===== src/local_memory_bus_master_pkg.sv =====
// Constants and carrier types for the local-memory bus master.
// Assumes one 250 MHz system clock; the local-bus clock is a sampled pin.
// Notes on behaviour
// - Low extended line: page bit1, page bit2, then parity.
// - All bus timing follows local-bus clock one.
// - Buffer enable low only in data phase.
// - Master the bus only after grant seen.
// - Assert shared request when access is needed.
// - Defer while another requester holds request.
// - Column strobe low for 3/16 after row.
// - No column strobe in register ranges.
// - ROM bit set: no column strobe in ROM.
// - Direction high write, low read, set early.
// - Output enable low on DRAM reads only.
// - Row strobe low for first 5/16 of cycle.
// - Memory-bus reset: init logic, float outputs.
// - Request line only pulled low or released.
// - High byte: address, status, then data.
// - Address latch strobe falls at cycle start; here it is high for step 0 and falls after.
// - Write strobe low only on writes, data valid.
package local_memory_bus_master_pkg;

  // Phase steps of one memory cycle
  localparam logic [3:0] PH_ROW_LAST = 4'h4;   // Row interval 0..4
  localparam logic [3:0] PH_COL_FIRST = 4'h5;  // Column interval 5..7
  localparam logic [3:0] PH_COL_LAST = 4'h7;
  localparam logic [3:0] PH_Q2_FIRST = 4'h4;   // Second quarter start
  localparam logic [3:0] PH_DATA_FIRST = 4'h8; // Second half start
  localparam logic [3:0] PH_WR_FIRST = 4'h9;   // Write strobe window
  localparam logic [3:0] PH_WR_LAST = 4'he;
  localparam logic [3:0] PH_LAST = 4'hf;       // Last step of the cycle

  // Address ranges as byte addresses (page.offset)
  localparam logic [20:0] REG_RANGE_LO = 21'h010100;
  localparam logic [20:0] REG_RANGE_HI = 21'h0102ff;
  localparam logic [4:0] ROM_PAGE_LO = 5'h00;
  localparam logic [4:0] ROM_PAGE_HI = 5'h1f;
  localparam logic [15:0] ROM_OFF_MAX = 16'hfffe;

  // Status byte codes and parity sense
  localparam logic [7:0] STATUS_READ = 8'h00;
  localparam logic [7:0] STATUS_WRITE = 8'h80;
  localparam logic PARITY_ODD = 1'b1;

  // Reset values of the pin filters
  localparam logic [20:0] PIN_FILT_RESET = 21'h000000;

  // Request from the user side
  typedef struct packed {
    logic write;         // High for a write cycle
    logic [19:0] addr;   // Word address, page in the top five bits
    logic [15:0] wdata;  // Write data, bit 15 is bus bit 0
  } mem_req_t;

  // Answer to the user side
  typedef struct packed {
    logic [15:0] rdata;  // Read data
    logic parityErr;     // Low-byte parity mismatch on read
  } mem_rsp_t;

  // Sequencer states
  typedef enum logic [3:0] {
    ST_IDLE = 4'b0001,
    ST_PEND = 4'b0010,
    ST_REQ = 4'b0100,
    ST_RUN = 4'b1000
  } bus_state_t;

endpackage


===== src/local_memory_bus_master.sv =====
// Local-memory bus master: arbitration and one multiplexed memory cycle.
// Assumes bus pins are joined outside from the output enables given here.
`timescale 1ns/1ps
module local_memory_bus_master
  import local_memory_bus_master_pkg::*;
#(
  parameter int ADDR_BITS = 20
)(
  // System clock and reset
  input wire logic sys_clk,
  input wire logic sys_rst,
  // User request side
  input wire logic reqValid,
  input wire mem_req_t req,
  output logic reqReady,
  output logic rspValid,
  output mem_rsp_t rsp,
  input wire logic romEnable,
  // Bus clock, reset and arbitration pins
  input wire logic localBusClockOne,
  input wire logic memoryBusReset,
  input wire logic busGrantIn,
  input wire logic sharedBusRequestIn,
  output logic sharedBusRequestOut,
  output logic sharedBusRequestOe,
  // Multiplexed address/data pins
  input wire logic [7:0] addrDataHighByteIn,
  output logic [7:0] addrDataHighByteOut,
  output logic addrDataHighByteOe,
  input wire logic [7:0] addrDataLowByteIn,
  output logic [7:0] addrDataLowByteOut,
  output logic addrDataLowByteOe,
  input wire logic extAddrParityLowIn,
  output logic extAddrParityLowOut,
  output logic extAddrParityLowOe,
  // Strobes and buffer controls
  output logic addressLatchStrobe,
  output logic rowStrobeN,
  output logic columnStrobeN,
  output logic memOutputEnableN,
  output logic writeStrobeN,
  output logic bufferEnableN,
  output logic dataDirection,
  output logic ctrlOe
);

  // Refuse address widths the decode cannot serve
  if (ADDR_BITS != 20)
  begin : g_bad_width
    $error("ADDR_BITS must be 20");
  end

  // Three-stage pin synchronisers and agreement filter, 21 pin bits
  logic [20:0] pinS1_q, pinS2_q, pinS3_q, pinFilt_q;
  logic [20:0] pinRaw;
  assign pinRaw = {localBusClockOne, memoryBusReset, busGrantIn,
                   sharedBusRequestIn, addrDataHighByteIn,
                   addrDataLowByteIn, extAddrParityLowIn};

  // A bit changes only when the second and third stage agree
  always_ff @(posedge sys_clk)
  begin
    if (sys_rst)
    begin
      pinS1_q <= PIN_FILT_RESET;
      pinS2_q <= PIN_FILT_RESET;
      pinS3_q <= PIN_FILT_RESET;
      pinFilt_q <= PIN_FILT_RESET;
    end
    else
    begin
      pinS1_q <= pinRaw;
      pinS2_q <= pinS1_q;
      pinS3_q <= pinS2_q;
      pinFilt_q <= (pinS2_q & pinS3_q) | (pinFilt_q & (pinS2_q | pinS3_q));
    end
  end

  // Filtered pin views
  logic busClkF, busRstF, grantF, reqLineF, parInF;
  logic [7:0] highInF, lowInF;
  assign {busClkF, busRstF, grantF, reqLineF, highInF, lowInF, parInF} =
    pinFilt_q;

  // Rising edge of the filtered bus clock
  logic busClkPrev_q;
  logic busRise;
  assign busRise = busClkF & ~busClkPrev_q;

  logic anyRst;
  assign anyRst = sys_rst | busRstF;

  always_ff @(posedge sys_clk)
  begin
    if (anyRst)
      busClkPrev_q <= 1'b0;
    else
      busClkPrev_q <= busClkF;
  end

  // Sequencer state, phase and held request
  bus_state_t state_q;
  logic [3:0] phase_q;
  mem_req_t cur_q;

  always_ff @(posedge sys_clk)
  begin
    if (anyRst)
    begin
      state_q <= ST_IDLE;
      phase_q <= 4'h0;
    end
    else
    begin
      case (state_q)
        ST_IDLE:
          // Take a new request
          if (reqValid)
            state_q <= ST_PEND;
        ST_PEND:
          if (reqLineF)
            state_q <= ST_REQ;
        ST_REQ:
          // start at a bus edge after grant
          if (grantF && busRise)
          begin
            state_q <= ST_RUN;
            phase_q <= 4'h0;
          end
        ST_RUN:
          if (busRise)
          begin
            phase_q <= phase_q + 4'h1;
            if (phase_q == PH_LAST)
              state_q <= ST_IDLE;
          end
        default:
          state_q <= ST_IDLE;
      endcase
    end
  end

  // Capture the request when it is taken
  always_ff @(posedge sys_clk)
  begin
    if (anyRst)
      cur_q <= '0;
    else if (state_q == ST_IDLE && reqValid)
      cur_q <= req;
  end

  // Address decode on byte address
  logic [20:0] byteAddr;
  logic [4:0] page;
  logic [15:0] offs;
  logic inRegRange, inRomRange, noColumn;
  assign byteAddr = {cur_q.addr, 1'b0};
  assign page = byteAddr[20:16];
  assign offs = byteAddr[15:0];
  assign inRegRange = (byteAddr >= REG_RANGE_LO) &&
                      (byteAddr <= REG_RANGE_HI);
  assign inRomRange = (page == ROM_PAGE_LO || page == ROM_PAGE_HI) &&
                      (offs <= ROM_OFF_MAX);
  assign noColumn = inRegRange | (romEnable & inRomRange);

  // Phase decode
  logic running, inQ1, inQ2, inData;
  assign running = (state_q == ST_RUN);
  assign inQ1 = phase_q < PH_Q2_FIRST;
  assign inQ2 = !inQ1 && phase_q < PH_DATA_FIRST;
  assign inData = phase_q >= PH_DATA_FIRST;

  // Parity of the low data byte
  logic parOut;
  assign parOut = ^cur_q.wdata[7:0] ^ PARITY_ODD;

  // Registered strobes; all released under reset
  always_ff @(posedge sys_clk)
  begin
    if (anyRst)
    begin
      ctrlOe <= 1'b0;
      addressLatchStrobe <= 1'b0;
      rowStrobeN <= 1'b1;
      columnStrobeN <= 1'b1;
      memOutputEnableN <= 1'b1;
      writeStrobeN <= 1'b1;
      bufferEnableN <= 1'b1;
      dataDirection <= 1'b0;
    end
    else
    begin
      ctrlOe <= running;
      // latch high in step 0, falls after
      addressLatchStrobe <= running && phase_q == 4'h0;
      rowStrobeN <= !(running && phase_q <= PH_ROW_LAST);
      // column strobe for 3/16 after row
      columnStrobeN <= !(running && !noColumn &&
                         phase_q >= PH_COL_FIRST &&
                         phase_q <= PH_COL_LAST);
      // DRAM output enable on plain reads
      memOutputEnableN <= !(running && !cur_q.write && inData &&
                            !noColumn);
      // write strobe inside the data phase
      writeStrobeN <= !(running && cur_q.write &&
                        phase_q >= PH_WR_FIRST &&
                        phase_q <= PH_WR_LAST);
      // buffers on only in data phase
      bufferEnableN <= !(running && inData);
      dataDirection <= running && cur_q.write;
    end
  end

  // Multiplexed address, status and data pins
  always_ff @(posedge sys_clk)
  begin
    if (anyRst)
    begin
      addrDataHighByteOut <= 8'h00;
      addrDataLowByteOut <= 8'h00;
      extAddrParityLowOut <= 1'b0;
      addrDataHighByteOe <= 1'b0;
      addrDataLowByteOe <= 1'b0;
      extAddrParityLowOe <= 1'b0;
    end
    else
    begin
      // Address phases always driven, data only on writes
      addrDataHighByteOe <= running && (!inData || cur_q.write);
      addrDataLowByteOe <= running && (!inData || cur_q.write);
      extAddrParityLowOe <= running && (!inData || cur_q.write);
      if (inQ1)
      begin
        addrDataHighByteOut <= {page[0], offs[15:9]};
        addrDataLowByteOut <= offs[8:1];
        extAddrParityLowOut <= page[1];
      end
      else if (inQ2)
      begin
        addrDataHighByteOut <= cur_q.write ? STATUS_WRITE : STATUS_READ;
        addrDataLowByteOut <= {page[0], offs[15:9]};
        extAddrParityLowOut <= page[2];
      end
      else
      begin
        // write data held through data phase
        addrDataHighByteOut <= cur_q.wdata[15:8];
        addrDataLowByteOut <= cur_q.wdata[7:0];
        extAddrParityLowOut <= parOut;
      end
    end
  end

  always_ff @(posedge sys_clk)
  begin
    if (anyRst)
      sharedBusRequestOe <= 1'b0;
    else
      sharedBusRequestOe <= (state_q == ST_REQ) ||
                            (running && !(busRise && phase_q == PH_LAST));
  end
  assign sharedBusRequestOut = 1'b0;

  // User handshake and read capture at the last step
  always_ff @(posedge sys_clk)
  begin
    if (anyRst)
    begin
      reqReady <= 1'b0;
      rspValid <= 1'b0;
      rsp <= '0;
    end
    else
    begin
      reqReady <= (state_q == ST_IDLE) && !reqValid;
      rspValid <= running && busRise && phase_q == PH_LAST;
      if (running && busRise && phase_q == PH_LAST && !cur_q.write)
      begin
        rsp.rdata <= {highInF, lowInF};
        rsp.parityErr <= parInF != (^lowInF ^ PARITY_ODD);
      end
    end
  end

endmodule


===== config.mk =====
export PLATFORM = sky130hd
export DESIGN_NAME = local_memory_bus_master
export DESIGN_NICKNAME = d
export VERILOG_FILES = /design/src/local_memory_bus_master_pkg.sv /design/src/local_memory_bus_master.sv
export SDC_FILE = /design/constraint.sdc
export NUM_CORES = 1
export LEC_CHECK = 0
export CAP_MARGIN = 30
export CORE_ASPECT_RATIO = 1.1
export CORE_UTILIZATION = 65
export CTS_BUF_LIST = sky130_fd_sc_hd__clkbuf_4 sky130_fd_sc_hd__clkbuf_8 sky130_fd_sc_hd__clkbuf_16
export CTS_CLUSTER_SIZE = 16
export DETAILED_ROUTE_END_ITERATION = 10
export DONT_BUFFER_PORTS = 1
export PLACE_DENSITY = 0.81
export SYNTH_ARGS = -nofsm -noshare
export SYNTH_HDL_FRONTEND = slang
export SYNTH_SLANG_ARGS = --single-unit

===== constraint.sdc =====
create_clock -name sys_clk -period 2.7 [get_ports sys_clk]
set_input_delay 0.27 -clock sys_clk [delete_from_list [all_inputs] [get_ports sys_clk]]
set_output_delay 0.27 -clock sys_clk [all_outputs]
set_load 0.01 [all_outputs]

==> impl_metrics.csv, run 1 <==
group,metric,value,unit
final_layout,num-nets-final,753,
critical_path,crit_path_max_fanout,18,
global_routing,grt_pass1_wl,19.12,mm
cts,cts_setup_buffers,0,
final_layout,final_area,7318,sq um
logic_synthesis,synth_top_area_share,58.07,%
critical_path,path_class,"reg2reg",
sta,fin_tns_setup,0,ns
detailed_routing,remaining_drc_errors,0,
sta,slew_headroom,40.05,%
floorplanning,rows,36,
cts,clock_path_buffers,2,
global_routing,grt_max_degree,86,
sta,final_hold_viol_count,0,
final_layout,drive_gt1_share,6.419,%
cts,clk_latency,0.52,ns
logic_synthesis,synth_ff_type,"dfxtp_1",
critical_path,end_kind,"flip-flop",
logic_synthesis,synth.ff_latch_count,176,
final_layout,final_core_util,81.64,%
floorplanning,num_io_pins,111,
detailed_routing,viasPerCell,5.485,
place,dp_hpwl,6.964,mm
global_routing,overflow,0,
critical_path,arrival,2.38,ns
floorplanning,fp.dieW,94.12,um
power_and_ir_drop,power.density,771.5,nW/um^2
floorplanning,dieArea,9725,sq um
detailed_routing,drt_iter0_markers,169,
logic_synthesis,yosysUniqueCellTypes,42,
sta,worst_pin_slew,0.8993,ns
cts,cts_max_level,4,
detailed_routing,wl_per_cell,14.91,um
critical_path,cp-start-kind,"flip-flop",
place,gp_congestion,0.8143,
cts,numCtsBuffers,17,
sta,whs,0.02765,ns
global_routing,antenna_found_initial,0,
sta,fin_ws,0.6849,ns
cts,cts_tree,"done",
power_and_ir_drop,p_leak,2.714,nW
logic_synthesis,avgSynthCellArea,9.450,sq um
global_routing,grt.total_usage,25.87,%
logic_synthesis,synth_edf_count,0,
logic_synthesis,synth_fp_nets,707,
cts,cts_num_sinks,176,
logic_synthesis,ys_seq_area_share,58.07,%
place,dp_slack,0.7411,ns
cts,clk_pin_slew,0.06,ns
place,port-buffer-count,0,
detailed_routing,first_pass_iters,8,
logic_synthesis,synth.area.top_cells,"dfxtp_1 58%, a21oi_1 6.8%, nor2b_1 6.7%",
logic_synthesis,yosysWarnings,0,
hold_path,hold_class,"in2reg",
cts,cts_root_buf,"clkbuf_8",
sta,period_share,74.63,%
hold_path,hold_depth,2,
critical_path,cp_data_required_time,3.06,ns
sta,skew,0.009584,ns
final_layout,syn2layout_area_growth,20.62,%
floorplanning,die_h,103.3,um
floorplanning,core_area,8964,sq um
global_routing,grt_pass1_vias,4137,
run_status,status,"complete, no violations",
logic_synthesis,synth_cells,642,
detailed_routing,ant_nets,0,
logic_synthesis,async_reset_ff_share,0,%
sta,finalSetupViolations,0,
critical_path,rrSetupSlack,0.68,ns
sta,rsz0062_at_grt,"no",
sta,slew_violations,0,
logic_synthesis,synth_top_area_cell,"dfxtp_1",
critical_path,rr_worst_depth,5,
run,cap_violations,0,
sta,fmax,496.3,MHz
hold_path,holdPathEnd,"state_q[1]",
detailed_routing,num_vias,4470,
logic_synthesis,syn-cell-area,6067,sq um
hold_path,holdCritStartpoint,"reqValid",
power_and_ir_drop,vdd_drop_max,0.0006263,V
sta,min_period,2.015,ns
floorplanning,start_util,67.69,%
critical_path,rr_endpoint,"rsp[11]",
detailed_routing,drt_wl_total,12.15,mm
place,placed_cell_area,6061,sq um
critical_path,regToRegStartpoint,"state_q[0]",
final_layout,n_antenna_cell,0,
-- power by group --
part / leakage, nW / internal [mW] / switching, mW
clock: 0.308 / 1.54 / 0.994
sequential: 1.44 / 2.69 / 0.0692
combinational: 0.970 / 0.164 / 0.181
-- cell type report --
| type | count | area (sq um) |
|---|---|---|
| tap | 114 | 142.6 |
| fill | 488 | 1645 |
| multi-input combinational | 418 | 2320 |
| inverter | 8 | 30.03 |
| sequential | 176 | 3523 |
| timing repair buffer | 67 | 673.1 |
| clock inverter | 14 | 201.4 |
| clock buffer | 18 | 427.9 |
-- cell families (layout without fill, tap and decap cells) --
family,after synthesis,count (layout),synth area share [%]
flops,176,176,58.07
xor+xnor,16,16,2.537
other cells,1,1,0.06181
fa+ha+maj,3,3,0.6188
buf+inv,48,107,3.836
simple gates,253,253,20.44
compound gates,120,120,10.31
mux,25,25,4.125
-- synth_stat cells (2+ instances only) --
cell type	number
inv_1	8
and3_1	2
o21ai_0	29
nor2b_1	65
nor4b_1	2
mux2i_1	25
nand3_1	8
a21oi_1	83
ha_1	3
nor4_1	2
clkbuf_1	23
a211oi_1	2
xor2_1	3
or4_1	2
nand2b_1	3
buf_6	2
xnor2_1	12
and2_1	2
dfxtp_1	176
buf_1	5
nor2_1	47
buf_2	5
nor4b_2	2
nand2_1	102
nor3b_1	7
buf_4	4
nor3_1	3
-- registers in the layout, indices dropped and copies added (netlist names), 4 cells and up --
signal	flops
pinFilt_q	21
pinS1_q	21
pinS2_q	21
pinS3_q	21
byteAddr	20
cur_q	17
rsp	17
addrDataHighByteOut	8
addrDataLowByteOut	8
phase_q	4
state_q	4
-- through the flow --
| stage | power, mW | instances |
|---|---|---|
| 2_1_floorplan | 3.025 | 642 |
| 3_3_place_gp | 3.045 | 722 |
| 3_5_place_dp | 3.060 | 722 |
| 4_1_cts | 5.668 | 815 |
| 5_1_grt | 5.842 | 815 |
| 6_report | 5.646 | 815 |
-- metal layers --
| layer | GRT usage [%] | part of all wire (%) |
|---|---|---|
| met1 | 28.91 | 41 |
| met2 | 44.58 | 50 |
| met3 | 10.09 | 7.1 |
| met4 | 10.18 | 2.2 |
| met5 | 0 | 0 |
-- critical path, stage by stage (launching register included) --
cell and delay (ns):
dfxtp_1 0.38, or4b_1 0.60, nor4_4 0.14, buf_4 0.35
mux2i_1 0.28, nor2_1 0.08
-- cells in the final DEF, fill, tap and decap left out, drive strengths merged, types with 12 or more instances in the layout --
master,n
nor2b,65
mux2i,25
dlygate4sd3,60
nand2,102
inv,12
clkbuf,18
nor2,48
a21oi,83
xnor2,12
o21ai,29
dfxtp,176
-- worst max path at each step --
stage,start,endpoint,slack [ns],cells past startpoint
detailed placement,state_q[0],rsp[11],0.74,5
global route,state_q[0],cur_q[7],0.52,5
finish,state_q[0],rsp[11],0.68,5
floorplan,state_q[1],rsp[8],0.93,7
CTS,state_q[0],rsp[11],0.66,5
global placement,state_q[0],rsp[16],0.85,5
-- what timing repair did --
item	CTS	global route
gates resized for setup	0	0
hold buffers	61	0
hold endpoints to repair	128	0
No activity file was read; power rests on OpenSTA's default activity.
==> run 2: changes to the inputs <==
--- a/config.mk
+++ b/config.mk
@@ -7,12 +7,12 @@
 export LEC_CHECK = 0
 export CAP_MARGIN = 30
 export CORE_ASPECT_RATIO = 1.1
-export CORE_UTILIZATION = 65
+export CORE_UTILIZATION = 62
 export CTS_BUF_LIST = sky130_fd_sc_hd__clkbuf_4 sky130_fd_sc_hd__clkbuf_8 sky130_fd_sc_hd__clkbuf_16
 export CTS_CLUSTER_SIZE = 16
 export DETAILED_ROUTE_END_ITERATION = 10
 export DONT_BUFFER_PORTS = 1
-export PLACE_DENSITY = 0.81
+export PLACE_DENSITY = 0.78
 export SYNTH_ARGS = -nofsm -noshare
 export SYNTH_HDL_FRONTEND = slang
 export SYNTH_SLANG_ARGS = --single-unit
==> constraint.sdc (replaced) <==
create_clock -name sys_clk -period 2 [get_ports sys_clk]
set_input_delay 0.2 -clock sys_clk [delete_from_list [all_inputs] [get_ports sys_clk]]
set_output_delay 0.2 -clock sys_clk [all_outputs]
set_load 0.01 [all_outputs]
==> run 2 against run 1 <==
Power up 30%. Non-clock buffer count up 3. Critical endpoint is now rsp[9]. Via count down 0.87%. Critical path depth unchanged. Final area about the same.
==> impl_metrics.csv, run 2 (synthesis results as in run 1) <==
group,metric,value,unit
final_layout,n_antenna_cell,0,
final_layout,final_common_cell,"dfxtp_1",
sta,fin_tns_setup,0,ns
critical_path,path_class,"reg2reg",
critical_path,cp-start-kind,"flip-flop",
floorplanning,fp.dieW,96.32,um
cts,cts_tree,"done",
power_and_ir_drop,power_switching,1.721,mW
sta,rsz0062_at_grt,"no",
place,gp_congestion,0.8896,
critical_path,end_kind,"flip-flop",
sta,worst_pin_slew,0.7413,ns
detailed_routing,first_pass_iters,5,
sta,min_period,1.877,ns
power_and_ir_drop,power_frac_seq,50.8,%
hold_path,hold_class,"in2reg",
critical_path,regToRegStartpoint,"state_q[0]",
cts,cts_num_sinks,176,
global_routing,antenna_found_initial,0,
cts,numCtsBuffers,17,
place,port-buffer-count,0,
critical_path,cp_data_required_time,2.39,ns
cts,clk_pin_slew,0.07,ns
global_routing,grt_max_degree,86,
critical_path,arrival,2.26,ns
cts,clk_latency,0.53,ns
power_and_ir_drop,pwr-share-clk,42.6,%
hold_path,hold_depth,2,
power_and_ir_drop,netSwitchingFraction,23.47,%
power_and_ir_drop,p_int,5.610,mW
global_routing,overflow,0,
floorplanning,rows,37,
sta,period_share,93.87,%
final_layout,drive_gt1_share,6.818,%
critical_path,rr_endpoint,"rsp[9]",
cts,cts_max_level,4,
place,dp_hpwl,7.192,mm
critical_path,rrSetupSlack,0.12,ns
power_and_ir_drop,power.density,1003,nW/um^2
critical_path,crit_path_max_fanout,18,
sta,slew_headroom,50.58,%
floorplanning,num_io_pins,111,
detailed_routing,ant_nets,0,
global_routing,grt.total_usage,25.07,%
cts,cts_root_buf,"clkbuf_8",
global_routing,grt_pass1_vias,4393,
cts,cts_setup_buffers,0,
power_and_ir_drop,vdd_drop_max,0.0006541,V
floorplanning,die_h,105.8,um
sta,fmax,532.7,MHz
place,dp.cells,728,
detailed_routing,drt_iter0_markers,171,
sta,slew_violations,0,
detailed_routing,viasPerCell,5.397,
power_and_ir_drop,power.total,7.331,mW
hold_path,holdPathEnd,"pinS3_q[6]",
detailed_routing,drt_wl_total,12.16,mm
sta,final_hold_viol_count,0,
sta,finalSetupViolations,0,
detailed_routing,wl_per_cell,14.81,um
floorplanning,core_area,9444,sq um
power_and_ir_drop,p_leak,2.706,nW
final_layout,nFillCells,611,
critical_path,rr_worst_depth,5,
floorplanning,start_util,64.24,%
cts,cts_hold_buf,61,
run,cap_violations,0,
hold_path,holdCritStartpoint,"sys_rst",
cts,cts_resized,0,
final_layout,num-nets-final,756,
run_status,status,"complete, no violations",
power_and_ir_drop,p_comb_share,6.5,%
final_layout,syn2layout_area_growth,20.52,%
detailed_routing,num_vias,4431,
final_layout,final_cells,821,
floorplanning,dieArea,10190,sq um
cts,clock_path_buffers,2,
global_routing,grt_pass1_wl,19.38,mm
final_layout,final_cell_mix,"176 x dfxtp_1, 102 x nand2_1, 83 x a21oi_1",
final_layout,final_core_util,77.42,%
detailed_routing,remaining_drc_errors,0,
sta,skew,0.008278,ns
run 2: changes by cell type in the layout (fill, tap and decap cells not counted):
cell	before	now
clkinvlp_4	1	2
buf_4	6	7
clkbuf_8	2	3
clkinv_4	3	5
inv_6	3	1
inv_8	1	2
bufinv_16	4	1
buf_12	0	2
run 2: critical path, stage by stage, from the launching register on:
cell and delay [ns]:
dfxtp_1 0.40, or4b_1 0.61, nor4_4 0.21, buf_12 0.22, mux2i_1 0.22, nor2_1 0.07
run 2: how the worst max path moves through the flow:
stage	from	to	cells after the start
floorplan	state_q[1]	rsp[8]	7
global placement	state_q[0]	rsp[9]	5
detailed placement	state_q[0]	rsp[9]	5
CTS	state_q[0]	rsp[9]	5
global route	state_q[2]	phase_q[3]	4
finish	state_q[0]	rsp[9]	5
run 2: through the flow:
stage	worst slack, ns	hold WS, ns	area, sq um
2_1_floorplan	0.2281	0.3282	6067
4_1_cts	0.1373	0.01955	7312
6_report	0.1226	0.04071	7312
3_5_place_dp	0.1656	0.2787	6112
3_3_place_gp	0.2535	0.2745	6112
5_1_grt	0.02580	0.04331	7312
run 2: power by group through the flow:
| stage | Combinational [mW] | Sequential, mW | Clock (mW) |
|---|---|---|---|
| after CTS | 0.469 | 3.72 | 3.16 |
| final | 0.479 | 3.73 | 3.12 |
| after global placement | 0.332 | 3.79 | 0 |
| after floorplan | 0.311 | 3.77 | 0 |
| after global routing | 0.528 | 3.74 | 3.32 |
| after detailed placement | 0.345 | 3.80 | 0 |
run 2: layer usage:
layer	vias up	part of all wire (%)	track usage, %	wire length [um]
li1	2216	-	-	-
met1	2023	41	26.23	4933
met2	153	49	43.31	5987
met3	39	7.3	8.802	885
met4	0	2.9	13.03	353
met5	-	0	0	0
run 2: final cells by class:
cell class              instances  area [sq um]  share of cell area (%)
well taps                     117         146.4                   2.002
repair buffers                 70         720.7                   9.856
inverters                       8         30.03                  0.4107
multi-input cells             418          2320                   31.72
clock inverters                13         130.1                   1.780
clock buffers                  19         441.7                   6.040
flip-flops and latches        176          3523                   48.19
==> run 3: changes to the inputs <==
--- a/config.mk
+++ b/config.mk
@@ -13,6 +13,7 @@
 export DETAILED_ROUTE_END_ITERATION = 10
 export DONT_BUFFER_PORTS = 1
 export PLACE_DENSITY = 0.78
+export RECOVER_POWER = 50
 export SYNTH_ARGS = -nofsm -noshare
 export SYNTH_HDL_FRONTEND = slang
 export SYNTH_SLANG_ARGS = --single-unit
==> run 3 against run 2 <==
Combinational power about the same. Cell count is the same. Die area unchanged. First-iteration DRC count is the same. Clock skew is essentially flat. Critical path depth did not move. Hold slack is essentially flat. Count of clock-buffer cells in the layout unchanged. Utilization unchanged. Global-route usage unchanged. Sequential share of layout area unchanged. Non-clock buffer count unchanged. Critical path type unchanged.
==> impl_metrics.csv, run 3 (synthesis results as in run 1) <==
group,metric,value,unit
detailed_routing,viasPerCell,5.397,
critical_path,cp_data_required_time,2.39,ns
final_layout,drive_gt1_share,6.818,%
sta,period_share,93.87,%
detailed_routing,remaining_drc_errors,0,
global_routing,grt_pass1_wl,19.38,mm
critical_path,cp_num_buf_inv,1,
sta,skew,0.008278,ns
cts,cts_max_level,4,
critical_path,cp_slowest_stage_delay,0.61,ns
critical_path,arrival,2.26,ns
global_routing,grt.total_usage,25.07,%
floorplanning,dieArea,10190,sq um
cts,cts_root_buf,"clkbuf_8",
critical_path,cp-start-kind,"flip-flop",
power_and_ir_drop,p_comb_share,6.5,%
power_and_ir_drop,vdd_drop_max,0.0006541,V
cts,cts_setup_buffers,0,
sta,worst_pin_slew,0.7413,ns
final_layout,n_antenna_cell,0,
final_layout,final_common_cell,"dfxtp_1",
floorplanning,rows,37,
power_and_ir_drop,power.density,1003,nW/um^2
detailed_routing,drt_wl_total,12.16,mm
detailed_routing,drt_iter0_markers,171,
critical_path,crit_path_max_fanout,18,
cts,numCtsBuffers,17,
cts,clk_pin_slew,0.07,ns
floorplanning,start_util,64.24,%
place,placed_cell_area,6112,sq um
run_status,status,"complete, no violations",
sta,fmax,532.7,MHz
sta,final_hold_viol_count,0,
power_and_ir_drop,power_frac_seq,50.8,%
global_routing,overflow,0,
floorplanning,num_io_pins,111,
sta,fin_tns_setup,0,ns
critical_path,end_kind,"flip-flop",
place,dp_hpwl,7.192,mm
run,cap_violations,0,
sta,rsz0062_at_grt,"no",
critical_path,worstPathCellList,"or4b_1 > nor4_4 > buf_12 > mux2i_1 > nor2_1",
critical_path,crit_family,"simple AND/OR/NAND/NOR gates",
global_routing,antenna_found_initial,0,
power_and_ir_drop,pwr-share-clk,42.6,%
floorplanning,core_area,9444,sq um
detailed_routing,num_vias,4431,
critical_path,path_class,"reg2reg",
floorplanning,fp.dieW,96.32,um
place,port-buffer-count,0,
final_layout,final_core_util,77.42,%
detailed_routing,ant_nets,0,
cts,cts_tree,"done",
final_layout,syn2layout_area_growth,20.52,%
power_and_ir_drop,p_leak,2.705,nW
sta,slew_violations,0,
power_and_ir_drop,power_switching,1.721,mW
sta,whs,0.04070,ns
detailed_routing,wl_per_cell,14.81,um
power_and_ir_drop,netSwitchingFraction,23.47,%
sta,min_period,1.877,ns
global_routing,grt_max_degree,86,
cts,clk_latency,0.53,ns
final_layout,final_area,7312,sq um
final_layout,num-nets-final,756,
sta,finalSetupViolations,0,
critical_path,rrSetupSlack,0.12,ns
floorplanning,die_h,105.8,um
cts,cts_num_sinks,176,
critical_path,cp_slowest_cell,"or4b_1",
power_and_ir_drop,power.total,7.331,mW
cts,clock_path_buffers,2,
place,gp_congestion,0.8896,
power_and_ir_drop,p_int,5.610,mW
global_routing,grt_pass1_vias,4393,
hold_path,hold_class,"in2reg",
final_layout,final_cell_mix,"176 x dfxtp_1, 102 x nand2_1, 83 x a21oi_1",
detailed_routing,first_pass_iters,5,
sta,slew_headroom,50.58,%
run 3: cell types whose count changed in the layout (fill, tap and decap cells not counted):
cell    delta
and2_0     +1
and2_1     -1
run 3: worst paths after layout:
check,start,endpoint,depth (start not counted)
hold reg to reg,pinS1_q[2],pinS2_q[2],1
hold / removal,sys_rst,pinS3_q[6],2
setup reg to reg,state_q[0],rsp[9],5
setup / recovery,state_q[0],rsp[9],5
run 3: per-stage QoR:
stage / std cells / worst slack (ns)
2_1_floorplan: 642 / 0.2281
5_1_grt: 821 / 0.02579
3_5_place_dp: 728 / 0.1656
6_report: 821 / 0.1226
4_1_cts: 821 / 0.1373
3_3_place_gp: 728 / 0.2535
run 3: area by class of cell:
class | instances | area, sq um
Clock inverter | 13 | 130.1
Inverter | 8 | 30.03
Clock buffer | 19 | 441.7
Fill cell | 611 | 2132
Multi-Input combinational cell | 418 | 2320
Sequential cell | 176 | 3523
Timing Repair Buffer | 70 | 720.7
Tap cell | 117 | 146.4
run 3: power groups by stage:
stage          sequential [mW]  combinational, mW  clock [mW]
2_1_floorplan             3.77              0.311           0
3_3_place_gp              3.79              0.332           0
3_5_place_dp              3.80              0.345           0
4_1_cts                   3.72              0.469        3.16
5_1_grt                   3.74              0.528        3.32
6_report                  3.73              0.479        3.12
run 3: worst reg2reg max path: stages (launching register included):
cell and delay [ns]:
dfxtp_1 0.40, or4b_1 0.61, nor4_4 0.21, buf_12 0.22, mux2i_1 0.23, nor2_1 0.07
run 3: what timing repair did:
action	4_1_cts	5_1_grt
resized for setup	0	0
endpoints found under the setup margin	0	0
hold endpoints to repair	129	0
hold buffers	61	0
run 3: routing by layer:
layer | vias up | GRT usage [%] | wire length (um)
met2 | 153 | 43.31 | 5987
met5 | - | 0 | 0
met3 | 39 | 8.802 | 885
met4 | 0 | 13.03 | 353
li1 | 2216 | - | -
met1 | 2023 | 26.23 | 4933
